$ cat src/include/csp_params.svh
// Constants for the clock source and PLL tuning block.
`ifndef CSP_PARAMS_SVH
`define CSP_PARAMS_SVH
`define CSP_ADDR_TUNE        12'hF9B
`define CSP_ADDR_CTRL        12'hFD3
`define CSP_ADDR_STAT        12'hFD4
`define CSP_TUNE_RESET       8'h00
`define CSP_INTERNAL_FREQ_SELECT_RESET       3'h6
`define CSP_SCS_RESET        2'h0
`define CSP_BIT_LOW_FREQ_SOURCE_SEL       7
`define CSP_BIT_PLL_ENABLE_BIT        6
`define CSP_INTERNAL_FREQ_SELECT_MSB         6
`define CSP_INTERNAL_FREQ_SELECT_LSB         4
`define CSP_SCS_MSB          1
`define CSP_INTERNAL_FREQ_SELECT_8M          3'h7
`define CSP_INTERNAL_FREQ_SELECT_4M          3'h6
`define CSP_INTERNAL_FREQ_SELECT_31K         3'h0
`define CSP_SCS_PRIMARY      2'h0
`define CSP_SCS_TIMER        2'h1
`define CSP_SCS_INTERNAL     2'h3
`define CSP_FOSC_INTERNAL_PLL_MODES_A    3'h3
`define CSP_FOSC_INTERNAL_PLL_MODES_B    3'h2
`define CSP_FOSC_EC          3'h4
`define CSP_FOSC_EXT_CLOCK_PLL_MODE       3'h5
`define CSP_LOCK_TIME_US     2000
`define CSP_CLOCK_MHZ        200
`define CSP_OLD_CYCLES       2
`define CSP_NEW_CYCLES       3
`define CSP_SETTLE_TIME_NS   1000
`define CSP_CLOCK_NS         5
`endif

$ cat src/include/csp_pkg.sv
// Types shared by the clock source and PLL tuning block.
package csp_pkg;
	typedef struct packed {
		logic       low_freq_source_sel;
		logic       pll_enable_bit;
		logic [5:0] freq_trim_field;
	} csp_tune_type;

	typedef struct packed {
		logic [2:0] internal_freq_select;
		logic [1:0] sys_clock_select;
	} csp_ctrl_type;

	typedef enum logic [1:0] {
		CSP_SW_IDLE = 2'b00,
		CSP_SW_OLD  = 2'b01,
		CSP_SW_NEW  = 2'b10
	} csp_sw_state_type;
endpackage

$ cat src/rtl/csp_clock_ctrl.sv
// Clock source selection, internal postscaler, PLL control and tuning register.
//
// Behaviour
// - External clock modes need no start-up delay
// - Plain external mode: output is input/4
// - External PLL mode: output is PLL/4
// - Fast oscillator 8 MHz, postscaler 31k-8M
// - 4x PLL on fast oscillator, 32 MHz
// - Slow RC enabled by selection or features
// - Frequency select field picks internal source
// - Trim write settles about 1 us, silently
// - Bit 7 picks fast/256 or slow RC
// - Bit 6 enables or disables PLL
// - PLL needs primary mode 011/010 with select 00, or mode 101
// - PLL in mode 011/010 needs frequency select 111 or 110
// - Keep clock until lock, then switch
// - Signed 6-bit trim around calibrated centre
// - Trim leaves slow RC unchanged
// - Three source classes: primary, secondary, internal
// - Secondary oscillator runs in power-managed modes
// - Slow RC clocks watchdog and fail-safe monitor
// - Select 111 is 8 MHz, 000 is 31 kHz
// - System select 11/01/00, cleared on reset
// - Postscaler defaults to 4 MHz on reset
// - Glitch-free switch: two old, three new cycles
//
// Local design decision: the address-and-strobe port.
`timescale 1ns/100ps
`default_nettype none
`include "csp_params.svh"
module csp_clock_ctrl #(
	parameter int LOCK_CYCLES   = `CSP_LOCK_TIME_US * `CSP_CLOCK_MHZ,
	parameter int FAST_DIV      = 25,
	parameter int SLOW_DIV      = 6452,
	parameter int SETTLE_CYCLES = `CSP_SETTLE_TIME_NS / `CSP_CLOCK_NS
) (
	// Clock and reset
	input  wire logic        i_clock,
	input  wire logic        i_rst_n,
	// Register port
	input  wire logic [11:0] i_addr,
	input  wire logic [7:0]  i_wdata,
	input  wire logic        i_wr,
	input  wire logic        i_rd,
	output logic [7:0]       o_rdata,
	// Configuration and feature enables
	input  wire logic [2:0]  i_primary_mode_config,
	input  wire logic        i_powerup_timer_en,
	input  wire logic        i_fail_safe_monitor_en,
	input  wire logic        i_watchdog_en,
	input  wire logic        i_two_speed_en,
	input  wire logic        i_power_managed,
	// Pins
	input  wire logic        i_clock_in_pin,
	input  wire logic        i_timer_osc_pin,
	output logic             o_clock_out_pin,
	output logic             o_clock_out_oe,
	// Clock enables and status
	output logic             o_device_tick,
	output logic             o_slow_rc_tick,
	output logic             o_slow_rc_en,
	output logic             o_secondary_en,
	output logic             o_pll_ready,
	output logic             o_pll_active,
	output logic             o_switching,
	output logic [5:0]       o_trim_applied
);
	// ==========================================================
	// Registers
	csp_pkg::csp_tune_type     tune_ff;
	csp_pkg::csp_ctrl_type     ctrl_ff;
	logic [7:0]                rdata_ff;
	logic [5:0]                trim_ff;
	logic [15:0]               settle_ff;

	wire wr_tune = i_wr && (i_addr == `CSP_ADDR_TUNE);
	wire wr_ctrl = i_wr && (i_addr == `CSP_ADDR_CTRL);

	// ==========================================================
	// Pin synchronisers
	logic [1:0] ext_sync_ff;
	logic [1:0] t1_sync_ff;
	logic       ext_prev_ff;
	logic       t1_prev_ff;
	wire        ext_edge = ext_sync_ff[1] && !ext_prev_ff;
	wire        t1_edge  = t1_sync_ff[1] && !t1_prev_ff;

	always_ff @(posedge i_clock or negedge i_rst_n) begin
		if (!i_rst_n) begin
			ext_sync_ff <= 2'h0;
			t1_sync_ff  <= 2'h0;
			ext_prev_ff <= 1'b0;
			t1_prev_ff  <= 1'b0;
		end else begin
			ext_sync_ff <= {ext_sync_ff[0], i_clock_in_pin};
			t1_sync_ff  <= {t1_sync_ff[0], i_timer_osc_pin};
			ext_prev_ff <= ext_sync_ff[1];
			t1_prev_ff  <= t1_sync_ff[1];
		end
	end

	// ==========================================================
	// Oscillator model
	wire        pll_mode_int = (i_primary_mode_config == `CSP_FOSC_INTERNAL_PLL_MODES_A) ||
	                           (i_primary_mode_config == `CSP_FOSC_INTERNAL_PLL_MODES_B);
	wire        mode_ec      = (i_primary_mode_config == `CSP_FOSC_EC);
	wire        mode_ext_clock_pll_mode   = (i_primary_mode_config == `CSP_FOSC_EXT_CLOCK_PLL_MODE);
	wire        internal_freq_select_pll_ok  = (ctrl_ff.internal_freq_select == `CSP_INTERNAL_FREQ_SELECT_8M) ||
	                           (ctrl_ff.internal_freq_select == `CSP_INTERNAL_FREQ_SELECT_4M);
	wire        pll_run      = tune_ff.pll_enable_bit && (
	                           (pll_mode_int && internal_freq_select_pll_ok &&
	                            ctrl_ff.sys_clock_select == `CSP_SCS_PRIMARY) || mode_ext_clock_pll_mode);
	wire        pll_ready;
	wire        pll_use      = pll_run && pll_ready;
	wire        fast_tick;
	wire        pll_tick;
	wire        slow_tick;
	logic [9:0] fast_div;
	logic [2:0] sel_old_ff;

	// Trim is signed: positive shortens the fast period, negative lengthens it.
	function automatic logic [9:0] trim_div(input logic [5:0] trim, input int base);
		trim_div = 10'(base - $signed(trim) / 4);
	endfunction

	assign fast_div = trim_div(trim_ff, FAST_DIV) - 10'h1;

	csp_divider #(.WIDTH(10)) u_fast (
		.i_clock      (i_clock),
		.i_rst_n      (i_rst_n),
		.i_enable     (1'b1),
		.i_div_minus1 (fast_div),
		.o_tick       (fast_tick)
	);
	// The 4x multiplier is modelled as a quarter-period tick of the fast oscillator.
	csp_divider #(.WIDTH(10)) u_pll (
		.i_clock      (i_clock),
		.i_rst_n      (i_rst_n),
		.i_enable     (pll_use),
		.i_div_minus1 ((fast_div >> 2)),
		.o_tick       (pll_tick)
	);
	// Slow RC never sees the trim value.
	csp_divider #(.WIDTH(13)) u_slow (
		.i_clock      (i_clock),
		.i_rst_n      (i_rst_n),
		.i_enable     (o_slow_rc_en),
		.i_div_minus1 (13'(SLOW_DIV - 1)),
		.o_tick       (slow_tick)
	);
	csp_pll_lock #(.LOCK_CYCLES(LOCK_CYCLES)) u_lock (
		.i_clock (i_clock),
		.i_rst_n (i_rst_n),
		.i_run   (pll_run),
		.o_ready (pll_ready)
	);

	// ==========================================================
	// Postscaler
	logic [7:0] post_cnt_ff;
	logic [7:0] post_prev_ff;
	logic       post_tick;
	always_ff @(posedge i_clock or negedge i_rst_n) begin
		if (!i_rst_n) begin
			post_cnt_ff  <= 8'h0;
			post_prev_ff <= 8'h0;
		end else if (fast_tick) begin
			post_prev_ff <= post_cnt_ff;
			post_cnt_ff  <= post_cnt_ff + 8'h1;
		end
	end
	// Tap n pulses on the rising edge of bit n-1 of the postscaler counter.
	function automatic logic tap(input logic [7:0] c, input logic [7:0] p, input int n);
		tap = c[n-1] && !p[n-1];
	endfunction
	always_comb begin
		post_tick = 1'b0;
		case (ctrl_ff.internal_freq_select)
		3'h7: post_tick = fast_tick;
		3'h6: post_tick = fast_tick && tap(post_cnt_ff, post_prev_ff, 1);
		3'h5: post_tick = fast_tick && tap(post_cnt_ff, post_prev_ff, 2);
		3'h4: post_tick = fast_tick && tap(post_cnt_ff, post_prev_ff, 3);
		3'h3: post_tick = fast_tick && tap(post_cnt_ff, post_prev_ff, 4);
		3'h2: post_tick = fast_tick && tap(post_cnt_ff, post_prev_ff, 5);
		3'h1: post_tick = fast_tick && tap(post_cnt_ff, post_prev_ff, 6);
		default: post_tick = tune_ff.low_freq_source_sel ?
		                     (fast_tick && post_cnt_ff == 8'hFF) : slow_tick;
		endcase
	end

	// ==========================================================
	// Source selection
	logic primary_tick;
	logic src_tick;
	logic [2:0] sel_now;
	always_comb begin
		if (mode_ec || mode_ext_clock_pll_mode) begin
			primary_tick = (mode_ext_clock_pll_mode && pll_use) ? pll_tick : ext_edge;
		end else if (pll_mode_int) begin
			primary_tick = pll_use ? pll_tick : post_tick;
		end else begin
			primary_tick = post_tick;
		end
		case (ctrl_ff.sys_clock_select)
		`CSP_SCS_TIMER:    sel_now = 3'h1;
		`CSP_SCS_INTERNAL: sel_now = 3'h2;
		default:           sel_now = {2'h0, pll_use} + 3'h4;
		endcase
	end
	function automatic logic pick(input logic [2:0] s, input logic p, input logic t, input logic i);
		pick = (s == 3'h1) ? t : (s == 3'h2) ? i : p;
	endfunction
	assign src_tick = pick(sel_now, primary_tick, t1_edge, post_tick);

	// ==========================================================
	// Glitch-free switch
	csp_pkg::csp_sw_state_type state_ff;
	logic [2:0] sw_cnt_ff;
	wire        old_tick = pick(sel_old_ff, primary_tick, t1_edge, post_tick);
	always_ff @(posedge i_clock or negedge i_rst_n) begin
		if (!i_rst_n) begin
			state_ff   <= csp_pkg::CSP_SW_IDLE;
			sw_cnt_ff  <= 3'h0;
			sel_old_ff <= 3'h4;
		end else begin
			case (state_ff)
			csp_pkg::CSP_SW_IDLE: if (sel_now != sel_old_ff) begin
				state_ff  <= csp_pkg::CSP_SW_OLD;
				sw_cnt_ff <= 3'h0;
			end
			csp_pkg::CSP_SW_OLD: if (old_tick) begin
				sw_cnt_ff <= (sw_cnt_ff == 3'(`CSP_OLD_CYCLES - 1)) ? 3'h0 : sw_cnt_ff + 3'h1;
				if (sw_cnt_ff == 3'(`CSP_OLD_CYCLES - 1)) state_ff <= csp_pkg::CSP_SW_NEW;
			end
			csp_pkg::CSP_SW_NEW: if (src_tick) begin
				sw_cnt_ff <= sw_cnt_ff + 3'h1;
				if (sw_cnt_ff == 3'(`CSP_NEW_CYCLES - 1)) begin
					state_ff   <= csp_pkg::CSP_SW_IDLE;
					sel_old_ff <= sel_now;
				end
			end
			default: state_ff <= csp_pkg::CSP_SW_IDLE;
			endcase
		end
	end
	assign o_switching   = (state_ff != csp_pkg::CSP_SW_IDLE);
	assign o_device_tick = !o_switching && src_tick;

	// ==========================================================
	// Clock output divide-by-four
	logic       out_cnt_ff;
	logic       out_ff;
	always_ff @(posedge i_clock or negedge i_rst_n) begin
		if (!i_rst_n) begin
			out_cnt_ff <= 1'b0;
			out_ff     <= 1'b0;
		end else if (primary_tick) begin
			out_cnt_ff <= !out_cnt_ff;
			if (out_cnt_ff) out_ff <= !out_ff;
		end
	end
	assign o_clock_out_pin = out_ff;
	assign o_clock_out_oe  = mode_ec || mode_ext_clock_pll_mode;

	// ==========================================================
	// Other outputs
	assign o_slow_rc_en = i_powerup_timer_en || i_fail_safe_monitor_en || i_watchdog_en ||
	                      i_two_speed_en || (ctrl_ff.internal_freq_select == `CSP_INTERNAL_FREQ_SELECT_31K &&
	                      !tune_ff.low_freq_source_sel);
	assign o_slow_rc_tick = slow_tick;
	// Secondary stays enabled while selected, also in power-managed modes.
	assign o_secondary_en = i_power_managed || (ctrl_ff.sys_clock_select == `CSP_SCS_TIMER);
	assign o_pll_ready    = pll_ready;
	assign o_pll_active   = pll_use;
	assign o_trim_applied = trim_ff;
	assign o_rdata        = rdata_ff;

	// ==========================================================
	// Register file
	always_ff @(posedge i_clock or negedge i_rst_n) begin
		if (!i_rst_n) begin
			tune_ff   <= `CSP_TUNE_RESET;
			ctrl_ff   <= {`CSP_INTERNAL_FREQ_SELECT_RESET, `CSP_SCS_RESET};
			rdata_ff  <= 8'h00;
			trim_ff   <= 6'h00;
			settle_ff <= 16'h0;
		end else begin
			if (wr_tune) tune_ff <= i_wdata;
			if (wr_ctrl) ctrl_ff <= {i_wdata[`CSP_INTERNAL_FREQ_SELECT_MSB:`CSP_INTERNAL_FREQ_SELECT_LSB], i_wdata[`CSP_SCS_MSB:0]};
			// Trim takes the new value in one step after a short delay; nothing reports it.
			if (wr_tune) settle_ff <= 16'(SETTLE_CYCLES);
			else if (settle_ff != 16'h0) settle_ff <= settle_ff - 16'h1;
			if (settle_ff == 16'h1) trim_ff <= tune_ff.freq_trim_field;
			rdata_ff <= 8'h00;
			if (i_rd) begin
				case (i_addr)
				`CSP_ADDR_TUNE: rdata_ff <= tune_ff;
				`CSP_ADDR_CTRL: rdata_ff <= {1'b0, ctrl_ff.internal_freq_select, 1'b0, 1'b1,
				                             ctrl_ff.sys_clock_select};
				`CSP_ADDR_STAT: rdata_ff <= {4'h0, o_switching, pll_ready, pll_use, pll_run};
				default:        rdata_ff <= 8'h00;
				endcase
			end
		end
	end

	// ==========================================================
	// Checks
	property p_rst_sel;
		@(posedge i_clock) disable iff (!i_rst_n)
		$rose(i_rst_n) |-> ctrl_ff.sys_clock_select == `CSP_SCS_PRIMARY;
	endproperty
	a_rst_sel: assert property (p_rst_sel) else $error("select not cleared");
	property p_pll_gate;
		@(posedge i_clock) disable iff (!i_rst_n)
		pll_use |-> tune_ff.pll_enable_bit && (mode_ext_clock_pll_mode || internal_freq_select_pll_ok);
	endproperty
	a_pll_gate: assert property (p_pll_gate) else $error("pll used without enable");
	property p_pll_mode;
		@(posedge i_clock) disable iff (!i_rst_n)
		pll_use && !mode_ext_clock_pll_mode |-> pll_mode_int && ctrl_ff.sys_clock_select == `CSP_SCS_PRIMARY;
	endproperty
	a_pll_mode: assert property (p_pll_mode) else $error("pll outside its modes");
	property p_lock;
		@(posedge i_clock) disable iff (!i_rst_n)
		$rose(pll_run) |-> !pll_use [*8];
	endproperty
	a_lock: assert property (p_lock) else $error("pll used before lock");
	property p_quiet;
		@(posedge i_clock) disable iff (!i_rst_n)
		$rose(o_switching) |-> o_switching [*5];
	endproperty
	a_quiet: assert property (p_quiet) else $error("switch pause too short");
	property p_slow;
		@(posedge i_clock) disable iff (!i_rst_n)
		i_watchdog_en || i_fail_safe_monitor_en |-> o_slow_rc_en;
	endproperty
	a_slow: assert property (p_slow) else $error("slow rc off");
	property p_trim;
		@(posedge i_clock) disable iff (!i_rst_n)
		wr_tune && settle_ff != 16'h1 |=> trim_ff == $past(trim_ff);
	endproperty
	a_trim: assert property (p_trim) else $error("trim applied instantly");
	property p_oe;
		@(posedge i_clock) disable iff (!i_rst_n)
		mode_ec |-> o_clock_out_oe;
	endproperty
	a_oe: assert property (p_oe) else $error("clock out not driven");
	property p_ec_tick;
		@(posedge i_clock) disable iff (!i_rst_n)
		mode_ec && ctrl_ff.sys_clock_select == `CSP_SCS_PRIMARY && !o_switching && ext_edge
		|-> o_device_tick;
	endproperty
	a_ec_tick: assert property (p_ec_tick) else $error("external edge not passed on");
	c_switch: cover property (@(posedge i_clock) disable iff (!i_rst_n) $fell(o_switching));
	c_pll:    cover property (@(posedge i_clock) disable iff (!i_rst_n) $rose(pll_use));
	c_lowf:   cover property (@(posedge i_clock) disable iff (!i_rst_n)
	                          tune_ff.low_freq_source_sel && post_tick);
endmodule
`default_nettype wire

$ cat src/rtl/csp_divider.sv
// Programmable enable-pulse divider used for the clock taps.
`timescale 1ns/100ps
`default_nettype none
module csp_divider #(
	parameter int WIDTH = 10
) (
	// Clock and reset
	input  wire logic             i_clock,
	input  wire logic             i_rst_n,
	// Tap control
	input  wire logic             i_enable,
	input  wire logic [WIDTH-1:0] i_div_minus1,
	// Output
	output logic                  o_tick
);
	logic [WIDTH-1:0] count_ff;
	logic             tick_ff;
	wire              wrap = (count_ff >= i_div_minus1);

	always_ff @(posedge i_clock or negedge i_rst_n) begin
		if (!i_rst_n) begin
			count_ff <= '0;
			tick_ff  <= 1'b0;
		end else begin
			count_ff <= (!i_enable || wrap) ? '0 : count_ff + 1'b1;
			tick_ff  <= i_enable && wrap;
		end
	end
	assign o_tick = tick_ff;
endmodule
`default_nettype wire

$ cat src/rtl/csp_pll_lock.sv
// Lock timer of the 4x frequency multiplier.
`timescale 1ns/100ps
`default_nettype none
module csp_pll_lock #(
	parameter int LOCK_CYCLES = 400000
) (
	// Clock and reset
	input  wire logic i_clock,
	input  wire logic i_rst_n,
	// Control
	input  wire logic i_run,
	// Status
	output logic      o_ready
);
	logic [31:0] count_ff;
	logic        ready_ff;

	// Counting restarts whenever the multiplier loses its qualifying conditions.
	always_ff @(posedge i_clock or negedge i_rst_n) begin
		if (!i_rst_n) begin
			count_ff <= 32'h0;
			ready_ff <= 1'b0;
		end else if (!i_run) begin
			count_ff <= 32'h0;
			ready_ff <= 1'b0;
		end else if (count_ff >= 32'(LOCK_CYCLES - 1)) begin
			ready_ff <= 1'b1;
		end else begin
			count_ff <= count_ff + 32'h1;
		end
	end
	assign o_ready = ready_ff;
endmodule
`default_nettype wire

$ cat config.mk
export PLATFORM = sky130hd
export DESIGN_NAME = csp_clock_ctrl
export DESIGN_NICKNAME = d
export VERILOG_FILES = /design/src/include/csp_pkg.sv /design/src/rtl/csp_clock_ctrl.sv /design/src/rtl/csp_divider.sv /design/src/rtl/csp_pll_lock.sv
export VERILOG_INCLUDE_DIRS = /design/src /design/src/include
export SDC_FILE = /design/constraint.sdc
export NUM_CORES = 1
export LEC_CHECK = 0
export BUFFER_PORTS_ARGS = -buffer_cell sky130_fd_sc_hd__buf_4
export CORE_MARGIN = 5
export CORE_UTILIZATION = 25
export CTS_BUF_LIST = sky130_fd_sc_hd__clkbuf_16
export DETAILED_ROUTE_END_ITERATION = 8
export GPL_ROUTABILITY_DRIVEN = 0
export PLACE_DENSITY = 0.42
export SLEW_MARGIN = 20
export SYNTH_ARGS = -nofsm -noshare
export SYNTH_HDL_FRONTEND = slang
export SYNTH_SLANG_ARGS = --single-unit
export TNS_END_PERCENT = 20
$ cat constraint.sdc
create_clock -name i_clock -period 6.6 [get_ports i_clock]
set_clock_uncertainty 0.1 [all_clocks]
set_input_delay 0.99 -clock i_clock [delete_from_list [all_inputs] [get_ports i_clock]]
set_output_delay 0.99 -clock i_clock [all_outputs]
set_load 0.03 [all_outputs]
======== Word level (Yosys, flattened, before mapping) ========
Cells that the tools add are included.
storage, ports and cells
  register bits ........................... 142
  bits in latches ......................... 0
  bits in writable memories ............... 0
  ROM bits ................................ 0
  bits of input ports ..................... 34
  output and inout bits ................... 23
  logic and storage cells ................. 173
  memories ................................ 0
operators by class
  $add $sub $neg .......................... 11
  multiply operators ...................... 0
  divide/modulo/power cells ............... 0
  order comparisons ....................... 4
  equal/unequal tests ..................... 34
  shift-type cells ........................ 0
  mux-type cells .......................... 33
  bitwise logic cells ..................... 1
  reduce and logical (&&, ||, !) cells .... 63
operators with widths
  operator                                                                               count
  32-bit two-way mux                                                                     2
  12-bit equality test, second input constant                                            3
  32-bit by 1-bit adder with 32-bit output, second input constant                        1
  32-bit by 19-bit greater-or-equal comparator with 1-bit output, second input constant  1
  16-bit two-way mux                                                                     2
  1-bit logical AND                                                                      26
  8-bit one-hot mux with 3 select lines                                                  1
  3-bit by 2-bit equality test with 1-bit output, second input constant                  7
  10-bit by 1-bit adder with 10-bit output, second input constant                        2
  10-bit two-way mux                                                                     2
  3-bit equality test, second input constant                                             6
  16-bit by 1-bit equality test with 1-bit output, second input constant                 1
  16-bit nonzero test                                                                    1
  16-bit by 1-bit subtractor with 16-bit output, second input constant                   1
  1-bit logical NOT                                                                      14
  13-bit by 1-bit adder with 13-bit output, second input constant                        1
  13-bit greater-or-equal comparator, second input constant                              1
  13-bit two-way mux                                                                     1
  3-bit by 1-bit equality test with 1-bit output, second input constant                  4
  3-bit two-way mux                                                                      4
  2-bit != test, second input constant                                                   6
  1-bit logical OR                                                                       11
  1-bit two-way mux                                                                      11
  10-bit by 1-bit adder with 10-bit output                                               1
  other kinds (28)                                                                       36

======== Longest topological paths before layout ========
Gate-level depths: netlist of the first run.
  depth in word-level cells ............... 14
  gate-level depth with buffers ........... 14
  mapped depth without buffers ............ 14

======== By module ========
From an unflattened synthesis of the first run, not the netlist that was laid out.
second synthesis, totals
  cells, all modules ...................... 805
  area, all modules ....................... 8240.4 sq um
by module, submodules not included
  module                     times used  cells an instance  area each (sq um)
  csp_clock_ctrl             1           372                3905.0
  csp_divider at u_fast ...  2           80                 820.8
  csp_pll_lock               1           165                1599.0
  csp_divider at u_slow      1           108                1094.8

======== Worst setup path before layout of the first run ========
No wires, ideal clock.
  path type ............................... input -> output
  start point ............................. input port i_primary_mode_config[2]
  end point ............................... output port o_device_tick
  arrival time ............................ 2.452 ns
  data required time ...................... 5.510 ns
  slack ................................... 3.058 ns
  cell stages on the path ................. 6
  buffers on the path ..................... 0
  cell sequence ........................... nand4b_2 or4_1 o21ai_1 o31ai_1 a21oi_1 and2_1
on the way
  longest elaborated chain between the ends .. 13
  elaborated cells between the ends (all ways) .. 23
  those cells by class .................... 1 x add/sub; 6 x eq/ne; 7 x mux; 9 x reduce/logical
RTL lines
  item                                                                                 RTL line                                      RTL
  from (decl)                                                                          csp_clock_ctrl.sv:47                          input wire logic [2:0] i_primary_mode_config,
  3-bit by 2-bit equality test with 1-bit output (no source line)                      --
  1-bit logical OR                                                                     csp_clock_ctrl.sv:104                         wire pll_mode_int = (i_primary_mode_config == `CSP_FOSC_INTERNAL_PLL_MODES_A) ||
  1-bit logical AND                                                                    csp_clock_ctrl.sv:111                         (pll_mode_int && internal_freq_select_pll_ok &&
  1-bit logical AND (no source line)                                                   --
  1-bit logical OR                                                                     csp_clock_ctrl.sv:111
  1-bit logical AND                                                                    csp_clock_ctrl.sv:110                         wire pll_run = tune_ff.pll_enable_bit && (
  1-bit logical AND                                                                    csp_clock_ctrl.sv:114                         wire pll_use = pll_run && pll_ready;
  1-bit by 3-bit adder with 3-bit output (tied with other cells)                       csp_clock_ctrl.sv:207                         default: sel_now = {2'h0, pll_use} + 3'h4;
  3-bit one-hot mux with 2 select lines (tied with other cells)                        csp_clock_ctrl.sv:204                         case (ctrl_ff.sys_clock_select)
  3-bit by 2-bit equality test with 1-bit output or 1-bit two-way mux (tied branches)  csp_clock_ctrl.sv:211, csp_clock_ctrl.sv:197
  1-bit two-way mux                                                                    csp_clock_ctrl.sv:211                         pick = (s == 3'h1) ? t : (s == 3'h2) ? i : p;
  1-bit two-way mux (*)                                                                csp_clock_ctrl.sv:211
  1-bit logical AND (*)                                                                csp_clock_ctrl.sv:247                         assign o_device_tick = !o_switching && src_tick;
  to (decl)                                                                            csp_clock_ctrl.sv:59                          output logic o_device_tick,
Mark *: on every way between the ends. The rest lies on a longest branch, timed or not.

======== Worst setup path in the final report of the first run ========
  start point ............................. input port i_primary_mode_config[2]
  end point ............................... output port o_pll_active
on the way
  longest elaborated chain between the ends .. 7
  elaborated cells between the ends (all ways) .. 9
  those cells by class .................... 3 x eq/ne; 6 x reduce/logical
RTL lines
  item                                                             RTL line               RTL
  3-bit by 2-bit equality test with 1-bit output (no source line)  --
  1-bit logical OR                                                 csp_clock_ctrl.sv:104
  1-bit logical AND                                                csp_clock_ctrl.sv:111
  1-bit logical AND (no source line)                               --
  1-bit logical OR (*)                                             csp_clock_ctrl.sv:111
  1-bit logical AND (*)                                            csp_clock_ctrl.sv:110
  1-bit logical AND (*)                                            csp_clock_ctrl.sv:114
  to (decl)                                                        csp_clock_ctrl.sv:64   output logic o_pll_active,
Marks and branches as above.

==> impl_metrics.prom, run 1 <==
# TYPE chip_impl_metric gauge
chip_impl_info{name="result_of_the_run",value="finished, final reports clean"} 1
chip_impl_metric{name="row_count",unit=""} 61
chip_impl_metric{name="coreArea",unit="um2"} 27860
chip_impl_metric{name="fp.dieW",unit="um"} 178.0
chip_impl_metric{name="max_slew.worst_pin.slew",unit="ns"} 0.9118
chip_impl_metric{name="seq_area_frac_synth",unit="%"} 50.40
chip_impl_metric{name="max_freq",unit="MHz"} 233.4
chip_impl_metric{name="design_area",unit="um2"} 8523
chip_impl_metric{name="clk_pin_slew",unit="ns"} 0.06
chip_impl_metric{name="initial_core_util",unit="%"} 25.34
chip_impl_info{name="hold_path_class",value="register to register"} 1
chip_impl_metric{name="synth.lib_cells_used.distinct",unit=""} 65
chip_impl_metric{name="finalSetupViolations",unit=""} 0
chip_impl_metric{name="vias",unit=""} 5049
chip_impl_metric{name="postSynthCellCount",unit=""} 687
chip_impl_metric{name="first_pass_iters",unit=""} 5
chip_impl_metric{name="total_leakage_power",unit="nW"} 3.851
chip_impl_metric{name="syn-mean-instance-area",unit="um2"} 10.27
chip_impl_metric{name="ff_latch_area",unit="um2"} 3557
chip_impl_metric{name="fill_cells",unit=""} 2897
chip_impl_metric{name="io_pins",unit=""} 57
chip_impl_metric{name="groute.usage.overall",unit="%"} 11.10
chip_impl_metric{name="wl_per_cell",unit="um"} 14.69
chip_impl_metric{name="antenna-diode-count",unit=""} 0
chip_impl_info{name="clock_tree_from_tritoncts",value="built"} 1
chip_impl_metric{name="hold_viol",unit=""} 0
chip_impl_metric{name="drt_first_iter_violations",unit=""} 305
chip_impl_metric{name="mappedNetlistArea",unit="um2"} 7058
chip_impl_metric{name="critPathMaxFanout",unit=""} 20
chip_impl_metric{name="ys.warnings.count",unit=""} 0
chip_impl_metric{name="cp_data_arrival_time",unit="ns"} 3.19
chip_impl_metric{name="numPortBuffers",unit=""} 56
chip_impl_info{name="worstSetupPathType",value="input port to output port"} 1
chip_impl_metric{name="yosys_reg_bits",unit=""} 142
chip_impl_info{name="synth_top_cells_by_area",value="sky130_fd_sc_hd__dfrtp_1 49%, sky130_fd_sc_hd__ha_1 6.0%, sky130_fd_sc_hd__xor2_1 5.0%, sky130_fd_sc_hd__nor2_1 3.7%, sky130_fd_sc_hd__nand2_1 3.2%"} 1
chip_impl_metric{name="synthToLayoutAreaGrowth",unit="%"} 20.76
chip_impl_metric{name="maximum_number_of_pins_on_one_net_before_global_route_repair",unit=""} 95
chip_impl_metric{name="nets",unit=""} 815
chip_impl_metric{name="finalNonFillerCells",unit=""} 1138
chip_impl_metric{name="fin_setup_tns",unit="ns"} 0
chip_impl_metric{name="synth_top_area_share",unit="%"} 49.28
chip_impl_metric{name="worst_slew_margin_rel",unit="%"} 39.21
chip_impl_metric{name="critical_path_required",unit="ns"} 5.51
chip_impl_metric{name="clock_sinks",unit=""} 142
chip_impl_info{name="clk_root_buffer_cell",value="sky130_fd_sc_hd__clkbuf_16"} 1
chip_impl_metric{name="synth_edf_count",unit=""} 0
chip_impl_metric{name="drt_wl_total",unit="mm"} 16.72
chip_impl_metric{name="grt-ovfl-total",unit=""} 0
chip_impl_metric{name="routed_via_density",unit=""} 4.437
chip_impl_info{name="most-common-layout-cells",value="139 x sky130_fd_sc_hd__dfrtp_1, 69 x sky130_fd_sc_hd__nor2_1, 61 x sky130_fd_sc_hd__nand2_1"} 1
chip_impl_metric{name="numCtsBuffers",unit=""} 17
chip_impl_metric{name="fin_crit",unit="ns"} 4.284
chip_impl_metric{name="post-layout-total-power",unit="W"} 0.002538
chip_impl_metric{name="clock_tree.buffer_depth",unit=""} 2
chip_impl_info{name="rsz0062_at_grt",value="false"} 1
chip_impl_metric{name="drive_gt1_share",unit="%"} 14.87
chip_impl_metric{name="maxcap_violations",unit=""} 0
chip_impl_metric{name="async_flop_share",unit="%"} 100.0
chip_impl_metric{name="antenna_left",unit=""} 0
chip_impl_metric{name="tcrit_tclk_final",unit="%"} 64.91
chip_impl_metric{name="power_density",unit="nW/um2"} 297.8
chip_impl_metric{name="dp.cells",unit=""} 1106
chip_impl_metric{name="cts-resized-gates",unit=""} 0
chip_impl_metric{name="grt_pass1_wl",unit="mm"} 27.54
chip_impl_metric{name="r2r_slack",unit="ns"} 3.20
chip_impl_metric{name="h-tree-depth",unit=""} 4
chip_impl_metric{name="final_core_util",unit="%"} 30.60
chip_impl_metric{name="hpwlAfterDp",unit="mm"} 11.68
chip_impl_metric{name="worst_skew_pair_latency",unit="ns"} 0.42
chip_impl_info{name="critPathLaunchType",value="input port"} 1
chip_impl_metric{name="die_area",unit="um2"} 31690
chip_impl_metric{name="grt_pass1_vias",unit=""} 5162
chip_impl_metric{name="grt_antenna_before_repair",unit=""} 1
chip_impl_info{name="ys.flop_type",value="sky130_fd_sc_hd__dfrtp_1"} 1
chip_impl_metric{name="final_max_slew_viol_count",unit=""} 0
chip_impl_metric{name="placed_area",unit="um2"} 7896
chip_impl_metric{name="die_h",unit="um"} 178.0
chip_impl_metric{name="ctsHoldBuffers",unit=""} 0
chip_impl_metric{name="ir_worst_vdd",unit="V"} 0.0001603
chip_impl_info{name="cp-end-kind",value="output port"} 1
chip_impl_metric{name="area_of_the_multi_input_gates",unit="um2"} 3307
chip_impl_info{name="synth_top_cell_by_area",value="sky130_fd_sc_hd__dfrtp_1"} 1
chip_impl_metric{name="detail_route.drc_violations",unit=""} 0
chip_impl_metric{name="postCtsSetupBuffers",unit=""} 0
chip_impl_info{name="layout_commonest_cell",value="sky130_fd_sc_hd__dfrtp_1"} 1
[power by group]
group          total (W)  internal (W)  leakage (nW)  switching [W]
combinational   0.000413      0.000198          1.70       0.000215
sequential       0.00109      0.000973          1.84       0.000116
clock            0.00104      0.000663         0.312       0.000374
[routing by layer]
metal | global-route usage (%) | wire length, um | up-vias
met5 | 0 | 20 | -
met2 | 17.08 | 7562 | 59
li1 | - | - | 2530
met3 | 3.137 | 611 | 12
met4 | 2.804 | 177 | 2
met1 | 15.43 | 8351 | 2446
[synth_stat cells (3+ instances only)]
| library cell | instances |
|---|---|
| sky130_fd_sc_hd__nand2b_1 | 10 |
| sky130_fd_sc_hd__clkbuf_1 | 12 |
| sky130_fd_sc_hd__mux2i_1 | 6 |
| sky130_fd_sc_hd__or3_1 | 9 |
| sky130_fd_sc_hd__or4_1 | 3 |
| sky130_fd_sc_hd__and3_1 | 24 |
| sky130_fd_sc_hd__nor4_1 | 9 |
| sky130_fd_sc_hd__a21oi_1 | 19 |
| sky130_fd_sc_hd__dfrtp_1 | 139 |
| sky130_fd_sc_hd__xor2_1 | 40 |
| sky130_fd_sc_hd__ha_1 | 34 |
| sky130_fd_sc_hd__nand4_1 | 14 |
| sky130_fd_sc_hd__and2_1 | 5 |
| sky130_fd_sc_hd__nand3_1 | 29 |
| sky130_fd_sc_hd__a211oi_1 | 14 |
| sky130_fd_sc_hd__o31ai_1 | 4 |
| sky130_fd_sc_hd__a22oi_1 | 5 |
| sky130_fd_sc_hd__inv_1 | 32 |
| sky130_fd_sc_hd__buf_2 | 5 |
| sky130_fd_sc_hd__nor2_1 | 69 |
| sky130_fd_sc_hd__nor3_1 | 14 |
| sky130_fd_sc_hd__dfstp_2 | 3 |
| sky130_fd_sc_hd__xnor2_1 | 21 |
| sky130_fd_sc_hd__mux2_2 | 14 |
| sky130_fd_sc_hd__o21ai_0 | 22 |
| sky130_fd_sc_hd__a21o_1 | 6 |
| sky130_fd_sc_hd__o22ai_1 | 3 |
| sky130_fd_sc_hd__nor2b_1 | 14 |
| sky130_fd_sc_hd__nand2_1 | 61 |
[worst max-delay path: stages]
cell and delay, ns:
sky130_fd_sc_hd__buf_4 0.12, sky130_fd_sc_hd__nand4b_2 0.22, sky130_fd_sc_hd__o31ai_4 0.53, sky130_fd_sc_hd__nand2_1 0.58, sky130_fd_sc_hd__nor2_1 0.50, sky130_fd_sc_hd__buf_4 0.24
[state kept, by name (all words and copies together) (netlist names), 8 cells and up]
signal           cells
settle_ff           16
tune_ff              8
post_cnt_ff          8
u_lock.count_ff     32
o_rdata              8
u_slow.count_ff     13
u_pll.count_ff      10
u_fast.count_ff     10
[per-stage QoR]
stage,hold WS [ns],setup WS (ns)
2_1_floorplan,0.2312,3.058
3_3_place_gp,0.2488,2.283
3_5_place_dp,0.2386,2.291
4_1_cts,0.2601,2.276
5_1_grt,0.2631,2.060
6_report,0.2542,2.316
[logic make-up (layout without fill, tap and decap cells)]
| group | Yosys count | in the layout | share of synthesized area (%) |
|---|---|---|---|
| multiplexers | 21 | 21 | 3.297 |
| flip-flops | 142 | 142 | 50.40 |
| buffers and inverters | 51 | 122 | 2.854 |
| XOR/XNOR | 61 | 61 | 7.570 |
| AO/OA/AOI/OAI | 99 | 99 | 9.715 |
| adder cells (fa/ha/maj) | 34 | 34 | 6.027 |
| other | 2 | 4 | 0.1064 |
| AND/OR/NAND/NOR | 277 | 277 | 20.03 |
[worst paths after layout]
path                       depth (start not counted)                      from                  end
hold / removal                                     0             t1_sync_ff[0]        t1_sync_ff[1]
setup / recovery                                   6  i_primary_mode_config[2]         o_pll_active
min in group asynchronous                          1                   i_rst_n  u_lock.count_ff[13]
max in group asynchronous                          2                   i_rst_n      post_prev_ff[0]
setup reg to reg                                  13         o_trim_applied[5]    u_pll.count_ff[4]
hold reg to reg                                    0             t1_sync_ff[0]        t1_sync_ff[1]
[area by class of cell]
type | instances | area share (%)
timing repair buffer | 58 | 5.153
inverter | 32 | 1.409
multi-input combinational | 496 | 38.80
clock buffer | 17 | 4.991
tap | 378 | 5.549
sequential | 142 | 41.74
clock inverter | 15 | 2.363
No activity file was read; power rests on OpenSTA's default activity.
==> run 2: changes to the inputs <==
==> constraint.sdc (replaced) <==
create_clock -name i_clock -period 4.35 [get_ports i_clock]
set_clock_uncertainty 0.1 [all_clocks]
set_input_delay 0.6525 -clock i_clock [delete_from_list [all_inputs] [get_ports i_clock]]
set_output_delay 0.6525 -clock i_clock [all_outputs]
set_load 0.03 [all_outputs]
==> run 2 against run 1 <==
Net effect:
- die area unchanged
- critical path type is now register to output port
- sequential power up 51%
- utilization down 0.090 points
- worst hold slack worse by 0.044 ns
- via count up 0.14%
- largest power group unchanged
- highest routed layer unchanged
- wire length down 1.1%
- critical endpoint is now o_device_tick
- clock power up 36%
==> impl_metrics.prom, run 2 (same netlist as run 1, synthesis figures left out) <==
# TYPE chip_impl_metric gauge
chip_impl_metric{name="h-tree-depth",unit=""} 4
chip_impl_metric{name="groute.layer.met3.usage",unit="%"} 2.607
chip_impl_metric{name="fin_setup_tns",unit="ns"} 0
chip_impl_info{name="gr-max-usage-layer",value="met2"} 1
chip_impl_metric{name="routed_via_density",unit=""} 4.423
chip_impl_metric{name="antenna_left",unit=""} 0
chip_impl_metric{name="clk_pin_slew",unit="ns"} 0.06
chip_impl_metric{name="nets",unit=""} 820
chip_impl_metric{name="die_h",unit="um"} 178.0
chip_impl_metric{name="first_pass_iters",unit=""} 4
chip_impl_metric{name="grt_antenna_before_repair",unit=""} 1
chip_impl_metric{name="clock_sinks",unit=""} 142
chip_impl_metric{name="max_slew.worst_pin.slew",unit="ns"} 0.8725
chip_impl_metric{name="postCtsSetupBuffers",unit=""} 0
chip_impl_metric{name="worst_skew_pair_latency",unit="ns"} 0.43
chip_impl_info{name="hold_path_class",value="input port to asynchronous set/reset pin"} 1
chip_impl_metric{name="maxcap_violations",unit=""} 0
chip_impl_metric{name="numPortBuffers",unit=""} 56
chip_impl_metric{name="detail_route.drc_violations",unit=""} 0
chip_impl_metric{name="drt_wl_total",unit="mm"} 16.53
chip_impl_metric{name="cp_data_arrival_time",unit="ns"} 3.06
chip_impl_metric{name="power.share.combinational",unit="%"} 17.1
chip_impl_metric{name="hpwlAfterDp",unit="mm"} 11.77
chip_impl_metric{name="ir_worst_vdd",unit="V"} 0.0002584
chip_impl_metric{name="total_leakage_power",unit="nW"} 3.836
chip_impl_metric{name="fin_crit",unit="ns"} 3.808
chip_impl_info{name="registers.top_by_ff_count",value="u_lock.count_ff"} 1
chip_impl_metric{name="groute.usage.overall",unit="%"} 10.85
chip_impl_info{name="cp-end-kind",value="output port"} 1
chip_impl_metric{name="critical_path_required",unit="ns"} 3.60
chip_impl_metric{name="grt_pass1_vias",unit=""} 5081
chip_impl_metric{name="ctsHoldBuffers",unit=""} 0
chip_impl_metric{name="io_pins",unit=""} 57
chip_impl_metric{name="power_frac_seq",unit="%"} 44.6
chip_impl_metric{name="int_pwr",unit="W"} 0.002577
chip_impl_metric{name="rr_worst_depth",unit=""} 14
chip_impl_metric{name="cts-resized-gates",unit=""} 0
chip_impl_metric{name="fp.dieW",unit="um"} 178.0
chip_impl_metric{name="maximum_number_of_pins_on_one_net_before_global_route_repair",unit=""} 92
chip_impl_info{name="biggestRegsByFlops",value="u_lock.count_ff x32, settle_ff x16, u_slow.count_ff x13"} 1
chip_impl_metric{name="r2r_slack",unit="ns"} 1.06
chip_impl_metric{name="ff_latch_area",unit="um2"} 3557
chip_impl_info{name="layout_commonest_cell",value="sky130_fd_sc_hd__dfrtp_1"} 1
chip_impl_metric{name="finalSetupViolations",unit=""} 0
chip_impl_metric{name="final_max_slew_viol_count",unit=""} 0
chip_impl_metric{name="worst_slew_margin_rel",unit="%"} 41.83
chip_impl_metric{name="flip_flop_count_of_the_largest_register_all_copies_and_words_added",unit=""} 32
chip_impl_metric{name="drt_first_iter_violations",unit=""} 301
chip_impl_metric{name="synthToLayoutAreaGrowth",unit="%"} 20.40
chip_impl_info{name="critical_path.reg2reg.startpoint",value="o_trim_applied[1]"} 1
chip_impl_metric{name="initial_core_util",unit="%"} 25.34
chip_impl_info{name="crit_start",value="ctrl_ff[4]"} 1
chip_impl_info{name="worst_setup_path_endpoint",value="o_device_tick"} 1
chip_impl_metric{name="vias",unit=""} 5056
chip_impl_info{name="worst_r2r_endpoint",value="u_pll.count_ff[6]"} 1
chip_impl_info{name="clk_root_buffer_cell",value="sky130_fd_sc_hd__clkbuf_16"} 1
chip_impl_metric{name="numCtsBuffers",unit=""} 17
chip_impl_metric{name="power_switching_share",unit="%"} 30.27
chip_impl_metric{name="power_density",unit="nW/um2"} 435.0
chip_impl_metric{name="p_sw",unit="W"} 0.001119
chip_impl_metric{name="antenna-diode-count",unit=""} 0
chip_impl_metric{name="wl_per_cell",unit="um"} 14.46
chip_impl_metric{name="placed_area",unit="um2"} 7934
chip_impl_metric{name="use_met2",unit="%"} 16.89
chip_impl_metric{name="clock_tree.buffer_depth",unit=""} 2
chip_impl_metric{name="tcrit_tclk_final",unit="%"} 87.53
chip_impl_info{name="worstSetupPathType",value="register to output port"} 1
chip_impl_metric{name="fill_cells",unit=""} 2865
chip_impl_metric{name="design_area",unit="um2"} 8498
chip_impl_metric{name="grt_met1_usage",unit="%"} 14.97
chip_impl_metric{name="area_of_the_multi_input_gates",unit="um2"} 3307
chip_impl_metric{name="die_area",unit="um2"} 31690
chip_impl_metric{name="grt-ovfl-total",unit=""} 0
chip_impl_metric{name="critPathMaxFanout",unit=""} 10
chip_impl_metric{name="coreArea",unit="um2"} 27860
chip_impl_info{name="most-common-layout-cells",value="139 x sky130_fd_sc_hd__dfrtp_1, 69 x sky130_fd_sc_hd__nor2_1, 62 x sky130_fd_sc_hd__buf_4"} 1
chip_impl_info{name="clock_tree_from_tritoncts",value="built"} 1
chip_impl_info{name="rsz0062_at_grt",value="false"} 1
chip_impl_metric{name="hold_viol",unit=""} 0
chip_impl_metric{name="drive_gt1_share",unit="%"} 15.69
chip_impl_metric{name="row_count",unit=""} 61
chip_impl_info{name="critPathLaunchType",value="register"} 1
chip_impl_metric{name="max_freq",unit="MHz"} 262.6
chip_impl_info{name="result_of_the_run",value="finished, final reports clean"} 1
chip_impl_metric{name="grt_pass1_wl",unit="mm"} 27.14
chip_impl_metric{name="part_of_the_power_in_the_clock_network",unit="%"} 38.2
==> run 2: layer usage <==
metal	part of all wire [%]	up-vias
met5	0.079	-
met4	1.2	2
met3	3.6	13
met2	45	73
met1	50	2422
li1	-	2546
==> run 2: final cells by class <==
| class | instances | area share (%) |
|---|---|---|
| Inverter | 32 | 1.413 |
| Multi-Input combinational cell | 496 | 38.91 |
| Sequential cell | 142 | 41.86 |
| Clock buffer | 17 | 5.006 |
| Clock inverter | 15 | 1.634 |
| Timing Repair Buffer | 63 | 5.610 |
| Tap cell | 378 | 5.565 |
==> run 2: power by group through the flow <==
| stage | Combinational [W] | Clock, W | Sequential (W) |
|---|---|---|---|
| 3_5_place_dp | 0.000644 | 0 | 0.00167 |
| 5_1_grt | 0.000720 | 0.00151 | 0.00168 |
| 3_3_place_gp | 0.000640 | 0 | 0.00168 |
| 4_1_cts | 0.000645 | 0.00146 | 0.00165 |
| 2_1_floorplan | 0.000466 | 0 | 0.00163 |
| 6_report | 0.000633 | 0.00141 | 0.00165 |
==> run 2: stage by stage <==
| stage | setup slack (ns) | utilization [%] | hold slack (ns) | total power, W | instances |
|---|---|---|---|---|---|
| 2_1_floorplan | 1.180 | - | 0.2312 | 0.002092 | 689 |
| 3_5_place_dp | 1.034 | 28.48 | 0.2365 | 0.002315 | 1111 |
| 4_1_cts | 0.5757 | 30.51 | 0.2163 | 0.003760 | 1143 |
| 5_1_grt | 0.4063 | 30.51 | 0.2222 | 0.003910 | 1143 |
| 6_report | 0.5424 | 30.51 | 0.2104 | 0.003696 | 1143 |
| 3_3_place_gp | 1.089 | 28.48 | 0.2388 | 0.002315 | 1111 |
==> run 2: how the worst min path moves through the flow <==
stage | to | slack [ns] | cells past startpoint
2_1_floorplan | ext_sync_ff[1] | 0.23 | 0
3_3_place_gp | ext_sync_ff[1] | 0.24 | 0
3_5_place_dp | ext_sync_ff[1] | 0.24 | 0
4_1_cts | t1_sync_ff[0] | 0.22 | 1
5_1_grt | t1_sync_ff[0] | 0.22 | 1
6_report | u_lock.count_ff[27] | 0.21 | 1
==> run 2: critical path: stages, from the launching register on <==
cell and delay, ns:
sky130_fd_sc_hd__dfstp_2 0.63, sky130_fd_sc_hd__and4bb_2 0.25, sky130_fd_sc_hd__nor4_1 0.44, sky130_fd_sc_hd__a211oi_1 0.14, sky130_fd_sc_hd__o31ai_1 0.61, sky130_fd_sc_hd__a21oi_1 0.20
sky130_fd_sc_hd__and2_1 0.19, sky130_fd_sc_hd__buf_4 0.16
==> run 3: changes to the inputs <==
--- a/config.mk
+++ b/config.mk
@@ -7,12 +7,13 @@
 export NUM_CORES = 1
 export LEC_CHECK = 0
 export BUFFER_PORTS_ARGS = -buffer_cell sky130_fd_sc_hd__buf_4
+export CELL_PAD_IN_SITES_DETAIL_PLACEMENT = 0
+export CELL_PAD_IN_SITES_GLOBAL_PLACEMENT = 1
 export CORE_MARGIN = 5
 export CORE_UTILIZATION = 25
 export CTS_BUF_LIST = sky130_fd_sc_hd__clkbuf_16
 export DETAILED_ROUTE_END_ITERATION = 8
-export GPL_ROUTABILITY_DRIVEN = 0
-export PLACE_DENSITY = 0.42
+export PLACE_DENSITY = 0.49
 export SLEW_MARGIN = 20
 export SYNTH_ARGS = -nofsm -noshare
 export SYNTH_HDL_FRONTEND = slang
==> run 3 against run 2 <==
Net effect:
- sequential power about the same
- clock-buffer cell count unchanged
- sequential share of layout area down 0.50 points
- global-route usage up 0.66 points
- register-to-register slack worse by 0.04 ns
- wire length up 6.1%
- cell area up 1.2%
- clock power up 18%
- critical endpoint unchanged
==> impl_metrics.prom, run 3 (same netlist as run 1, synthesis figures left out) <==
# TYPE chip_impl_metric gauge
chip_impl_info{name="result_of_the_run",value="finished, final reports clean"} 1
chip_impl_info{name="most-common-layout-cells",value="139 x sky130_fd_sc_hd__dfrtp_1, 69 x sky130_fd_sc_hd__nor2_1, 61 x sky130_fd_sc_hd__nand2_1"} 1
chip_impl_metric{name="h-tree-depth",unit=""} 4
chip_impl_metric{name="grt_pass1_vias",unit=""} 5480
chip_impl_info{name="worst_r2r_endpoint",value="u_pll.count_ff[3]"} 1
chip_impl_info{name="layout_commonest_cell",value="sky130_fd_sc_hd__dfrtp_1"} 1
chip_impl_metric{name="fin_crit",unit="ns"} 3.773
chip_impl_metric{name="synthToLayoutAreaGrowth",unit="%"} 21.86
chip_impl_metric{name="finalNonFillerCells",unit=""} 1141
chip_impl_info{name="registers.top_by_ff_count",value="u_lock.count_ff"} 1
chip_impl_metric{name="power_density",unit="nW/um2"} 460.7
chip_impl_info{name="rsz0062_at_grt",value="false"} 1
chip_impl_metric{name="initial_core_util",unit="%"} 25.34
chip_impl_metric{name="groute.usage.overall",unit="%"} 11.51
chip_impl_info{name="crit_start",value="ctrl_ff[4]"} 1
chip_impl_metric{name="antenna_left",unit=""} 0
chip_impl_info{name="biggestRegsByFlops",value="u_lock.count_ff x32, settle_ff x16, u_slow.count_ff x13"} 1
chip_impl_info{name="hold_path_class",value="input port to asynchronous set/reset pin"} 1
chip_impl_metric{name="grt_antenna_before_repair",unit=""} 0
chip_impl_metric{name="clock_sinks",unit=""} 142
chip_impl_metric{name="wl_per_cell",unit="um"} 15.37
chip_impl_info{name="worst_setup_path_endpoint",value="o_device_tick"} 1
chip_impl_metric{name="worst_slew_margin_rel",unit="%"} 39.24
chip_impl_metric{name="maximum_number_of_pins_on_one_net_before_global_route_repair",unit=""} 101
chip_impl_metric{name="power_frac_seq",unit="%"} 41.5
chip_impl_metric{name="dp.cells",unit=""} 1109
chip_impl_metric{name="row_count",unit=""} 61
chip_impl_metric{name="routed_via_density",unit=""} 4.584
chip_impl_metric{name="rr_worst_depth",unit=""} 14
chip_impl_metric{name="drt_first_iter_violations",unit=""} 255
chip_impl_metric{name="hold_viol",unit=""} 0
chip_impl_metric{name="finalSetupViolations",unit=""} 0
chip_impl_info{name="cp-end-kind",value="output port"} 1
chip_impl_metric{name="cp_data_arrival_time",unit="ns"} 3.02
chip_impl_metric{name="power_switching_share",unit="%"} 27.82
chip_impl_metric{name="max_slew.worst_pin.slew",unit="ns"} 0.9114
chip_impl_metric{name="vias",unit=""} 5230
chip_impl_metric{name="tcrit_tclk_final",unit="%"} 86.74
chip_impl_metric{name="die_h",unit="um"} 178.0
chip_impl_info{name="worstSetupPathType",value="register to output port"} 1
chip_impl_metric{name="part_of_the_power_in_the_clock_network",unit="%"} 42.2
chip_impl_metric{name="fin_setup_tns",unit="ns"} 0
chip_impl_info{name="clk_root_buffer_cell",value="sky130_fd_sc_hd__clkbuf_16"} 1
chip_impl_metric{name="hpwlAfterDp",unit="mm"} 12.51
chip_impl_metric{name="flip_flop_count_of_the_largest_register_all_copies_and_words_added",unit=""} 32
chip_impl_metric{name="postCtsSetupBuffers",unit=""} 0
chip_impl_metric{name="ctsHoldBuffers",unit=""} 0
chip_impl_metric{name="critical_path_required",unit="ns"} 3.60
chip_impl_metric{name="detail_route.drc_violations",unit=""} 0
chip_impl_metric{name="critPathMaxFanout",unit=""} 10
chip_impl_info{name="critPathLaunchType",value="register"} 1
chip_impl_metric{name="total_leakage_power",unit="nW"} 3.877
chip_impl_metric{name="p_sw",unit="W"} 0.001102
chip_impl_metric{name="r2r_slack",unit="ns"} 1.02
chip_impl_metric{name="max_freq",unit="MHz"} 265.0
chip_impl_metric{name="worst_skew_pair_latency",unit="ns"} 0.42
chip_impl_metric{name="final_max_slew_viol_count",unit=""} 0
chip_impl_metric{name="post-layout-total-power",unit="W"} 0.003963
chip_impl_metric{name="coreArea",unit="um2"} 27860
chip_impl_metric{name="drt_wl_total",unit="mm"} 17.53
chip_impl_metric{name="die_area",unit="um2"} 31690
chip_impl_metric{name="numPortBuffers",unit=""} 56
chip_impl_metric{name="grt_pass1_wl",unit="mm"} 28.71
chip_impl_metric{name="power.share.combinational",unit="%"} 16.2
chip_impl_metric{name="ir_worst_vdd",unit="V"} 0.0002460
chip_impl_info{name="clock_tree_from_tritoncts",value="built"} 1
chip_impl_metric{name="antenna-diode-count",unit=""} 0
chip_impl_metric{name="place_congestion",unit=""} 0.7833
chip_impl_metric{name="io_pins",unit=""} 57
chip_impl_metric{name="nets",unit=""} 818
chip_impl_metric{name="cts-resized-gates",unit=""} 0
chip_impl_metric{name="maxcap_violations",unit=""} 0
chip_impl_metric{name="clk_pin_slew",unit="ns"} 0.06
chip_impl_info{name="critical_path.reg2reg.startpoint",value="o_trim_applied[5]"} 1
chip_impl_metric{name="clock_tree.buffer_depth",unit=""} 2
chip_impl_metric{name="int_pwr",unit="W"} 0.002860
chip_impl_metric{name="numCtsBuffers",unit=""} 17
chip_impl_metric{name="fp.dieW",unit="um"} 178.0
chip_impl_metric{name="first_pass_iters",unit=""} 4
chip_impl_metric{name="drive_gt1_share",unit="%"} 15.73
chip_impl_metric{name="grt-ovfl-total",unit=""} 0
[run 3: changes by cell type in the layout (fill, tap and decap cells not counted)]
cell	delta
sky130_fd_sc_hd__bufinv_16	+5
sky130_fd_sc_hd__inv_6	-1
sky130_fd_sc_hd__inv_1	+1
sky130_fd_sc_hd__clkinv_2	+2
sky130_fd_sc_hd__clkinv_4	-6
sky130_fd_sc_hd__buf_12	+1
sky130_fd_sc_hd__clkbuf_8	+1
sky130_fd_sc_hd__inv_8	-1
sky130_fd_sc_hd__clkinvlp_4	+3
sky130_fd_sc_hd__buf_6	-1
sky130_fd_sc_hd__buf_4	-3
sky130_fd_sc_hd__clkinv_1	-3
[run 3: layout make-up]
class                           count  area [um2]
Clock buffer                       17       425.4
Sequential cell                   142        3557
Multi-Input combinational cell    496        3307
Tap cell                          378       473.0
Clock inverter                     15       241.5
Fill cell                        2887       19260
Timing Repair Buffer               61       476.7
Inverter                           32       120.1
[run 3: per-stage QoR]
stage | area [um2] | hold slack [ns] | setup slack, ns | util (%)
finish | 8601 | 0.2388 | 0.5769 | 30.87
detailed placement | 7931 | 0.2358 | 1.039 | 28.47
global route | 8601 | 0.2272 | 0.4027 | 30.87
global placement | 7931 | 0.2355 | 1.100 | 28.47
CTS | 8598 | 0.2233 | 0.5841 | 30.86
floorplan | 7066 | 0.2312 | 1.180 | -
[run 3: worst min path at each step]
stage	endpoint	depth (start not counted)
2_1_floorplan	ext_sync_ff[1]	0
3_3_place_gp	t1_sync_ff[1]	0
3_5_place_dp	t1_sync_ff[1]	0
4_1_cts	ext_sync_ff[0]	1
5_1_grt	ext_sync_ff[0]	1
6_report	settle_ff[15]	1
[run 3: critical path, stage by stage, from the launching register on]
cell and delay (ns):
sky130_fd_sc_hd__dfstp_2 0.64, sky130_fd_sc_hd__and4bb_2 0.25, sky130_fd_sc_hd__nor4_1 0.41, sky130_fd_sc_hd__a211oi_1 0.12, sky130_fd_sc_hd__o31ai_1 0.61, sky130_fd_sc_hd__a21oi_1 0.21, sky130_fd_sc_hd__and2_1 0.19, sky130_fd_sc_hd__buf_4 0.16
[run 3: power groups by stage]
| stage | registers [W] | clock network, W | logic, W |
|---|---|---|---|
| after floorplan | 0.00163 | 0 | 0.000466 |
| after global placement | 0.00167 | 0 | 0.000639 |
| after detailed placement | 0.00167 | 0 | 0.000653 |
| after CTS | 0.00165 | 0.00173 | 0.000660 |
| after global routing | 0.00168 | 0.00177 | 0.000736 |
| final | 0.00165 | 0.00167 | 0.000643 |
[run 3: metal layers]
metal / vias to the layer above / wire (um) / part of all wire, % / track usage [%]
li1: 2531 / - / - / -
met1: 2616 / 8010 / 46 / 14.72
met2: 72 / 8703 / 50 / 19.22
met3: 11 / 670 / 3.8 / 3.031
met4: 0 / 148 / 0.84 / 3.287
met5: - / 0 / 0 / 0
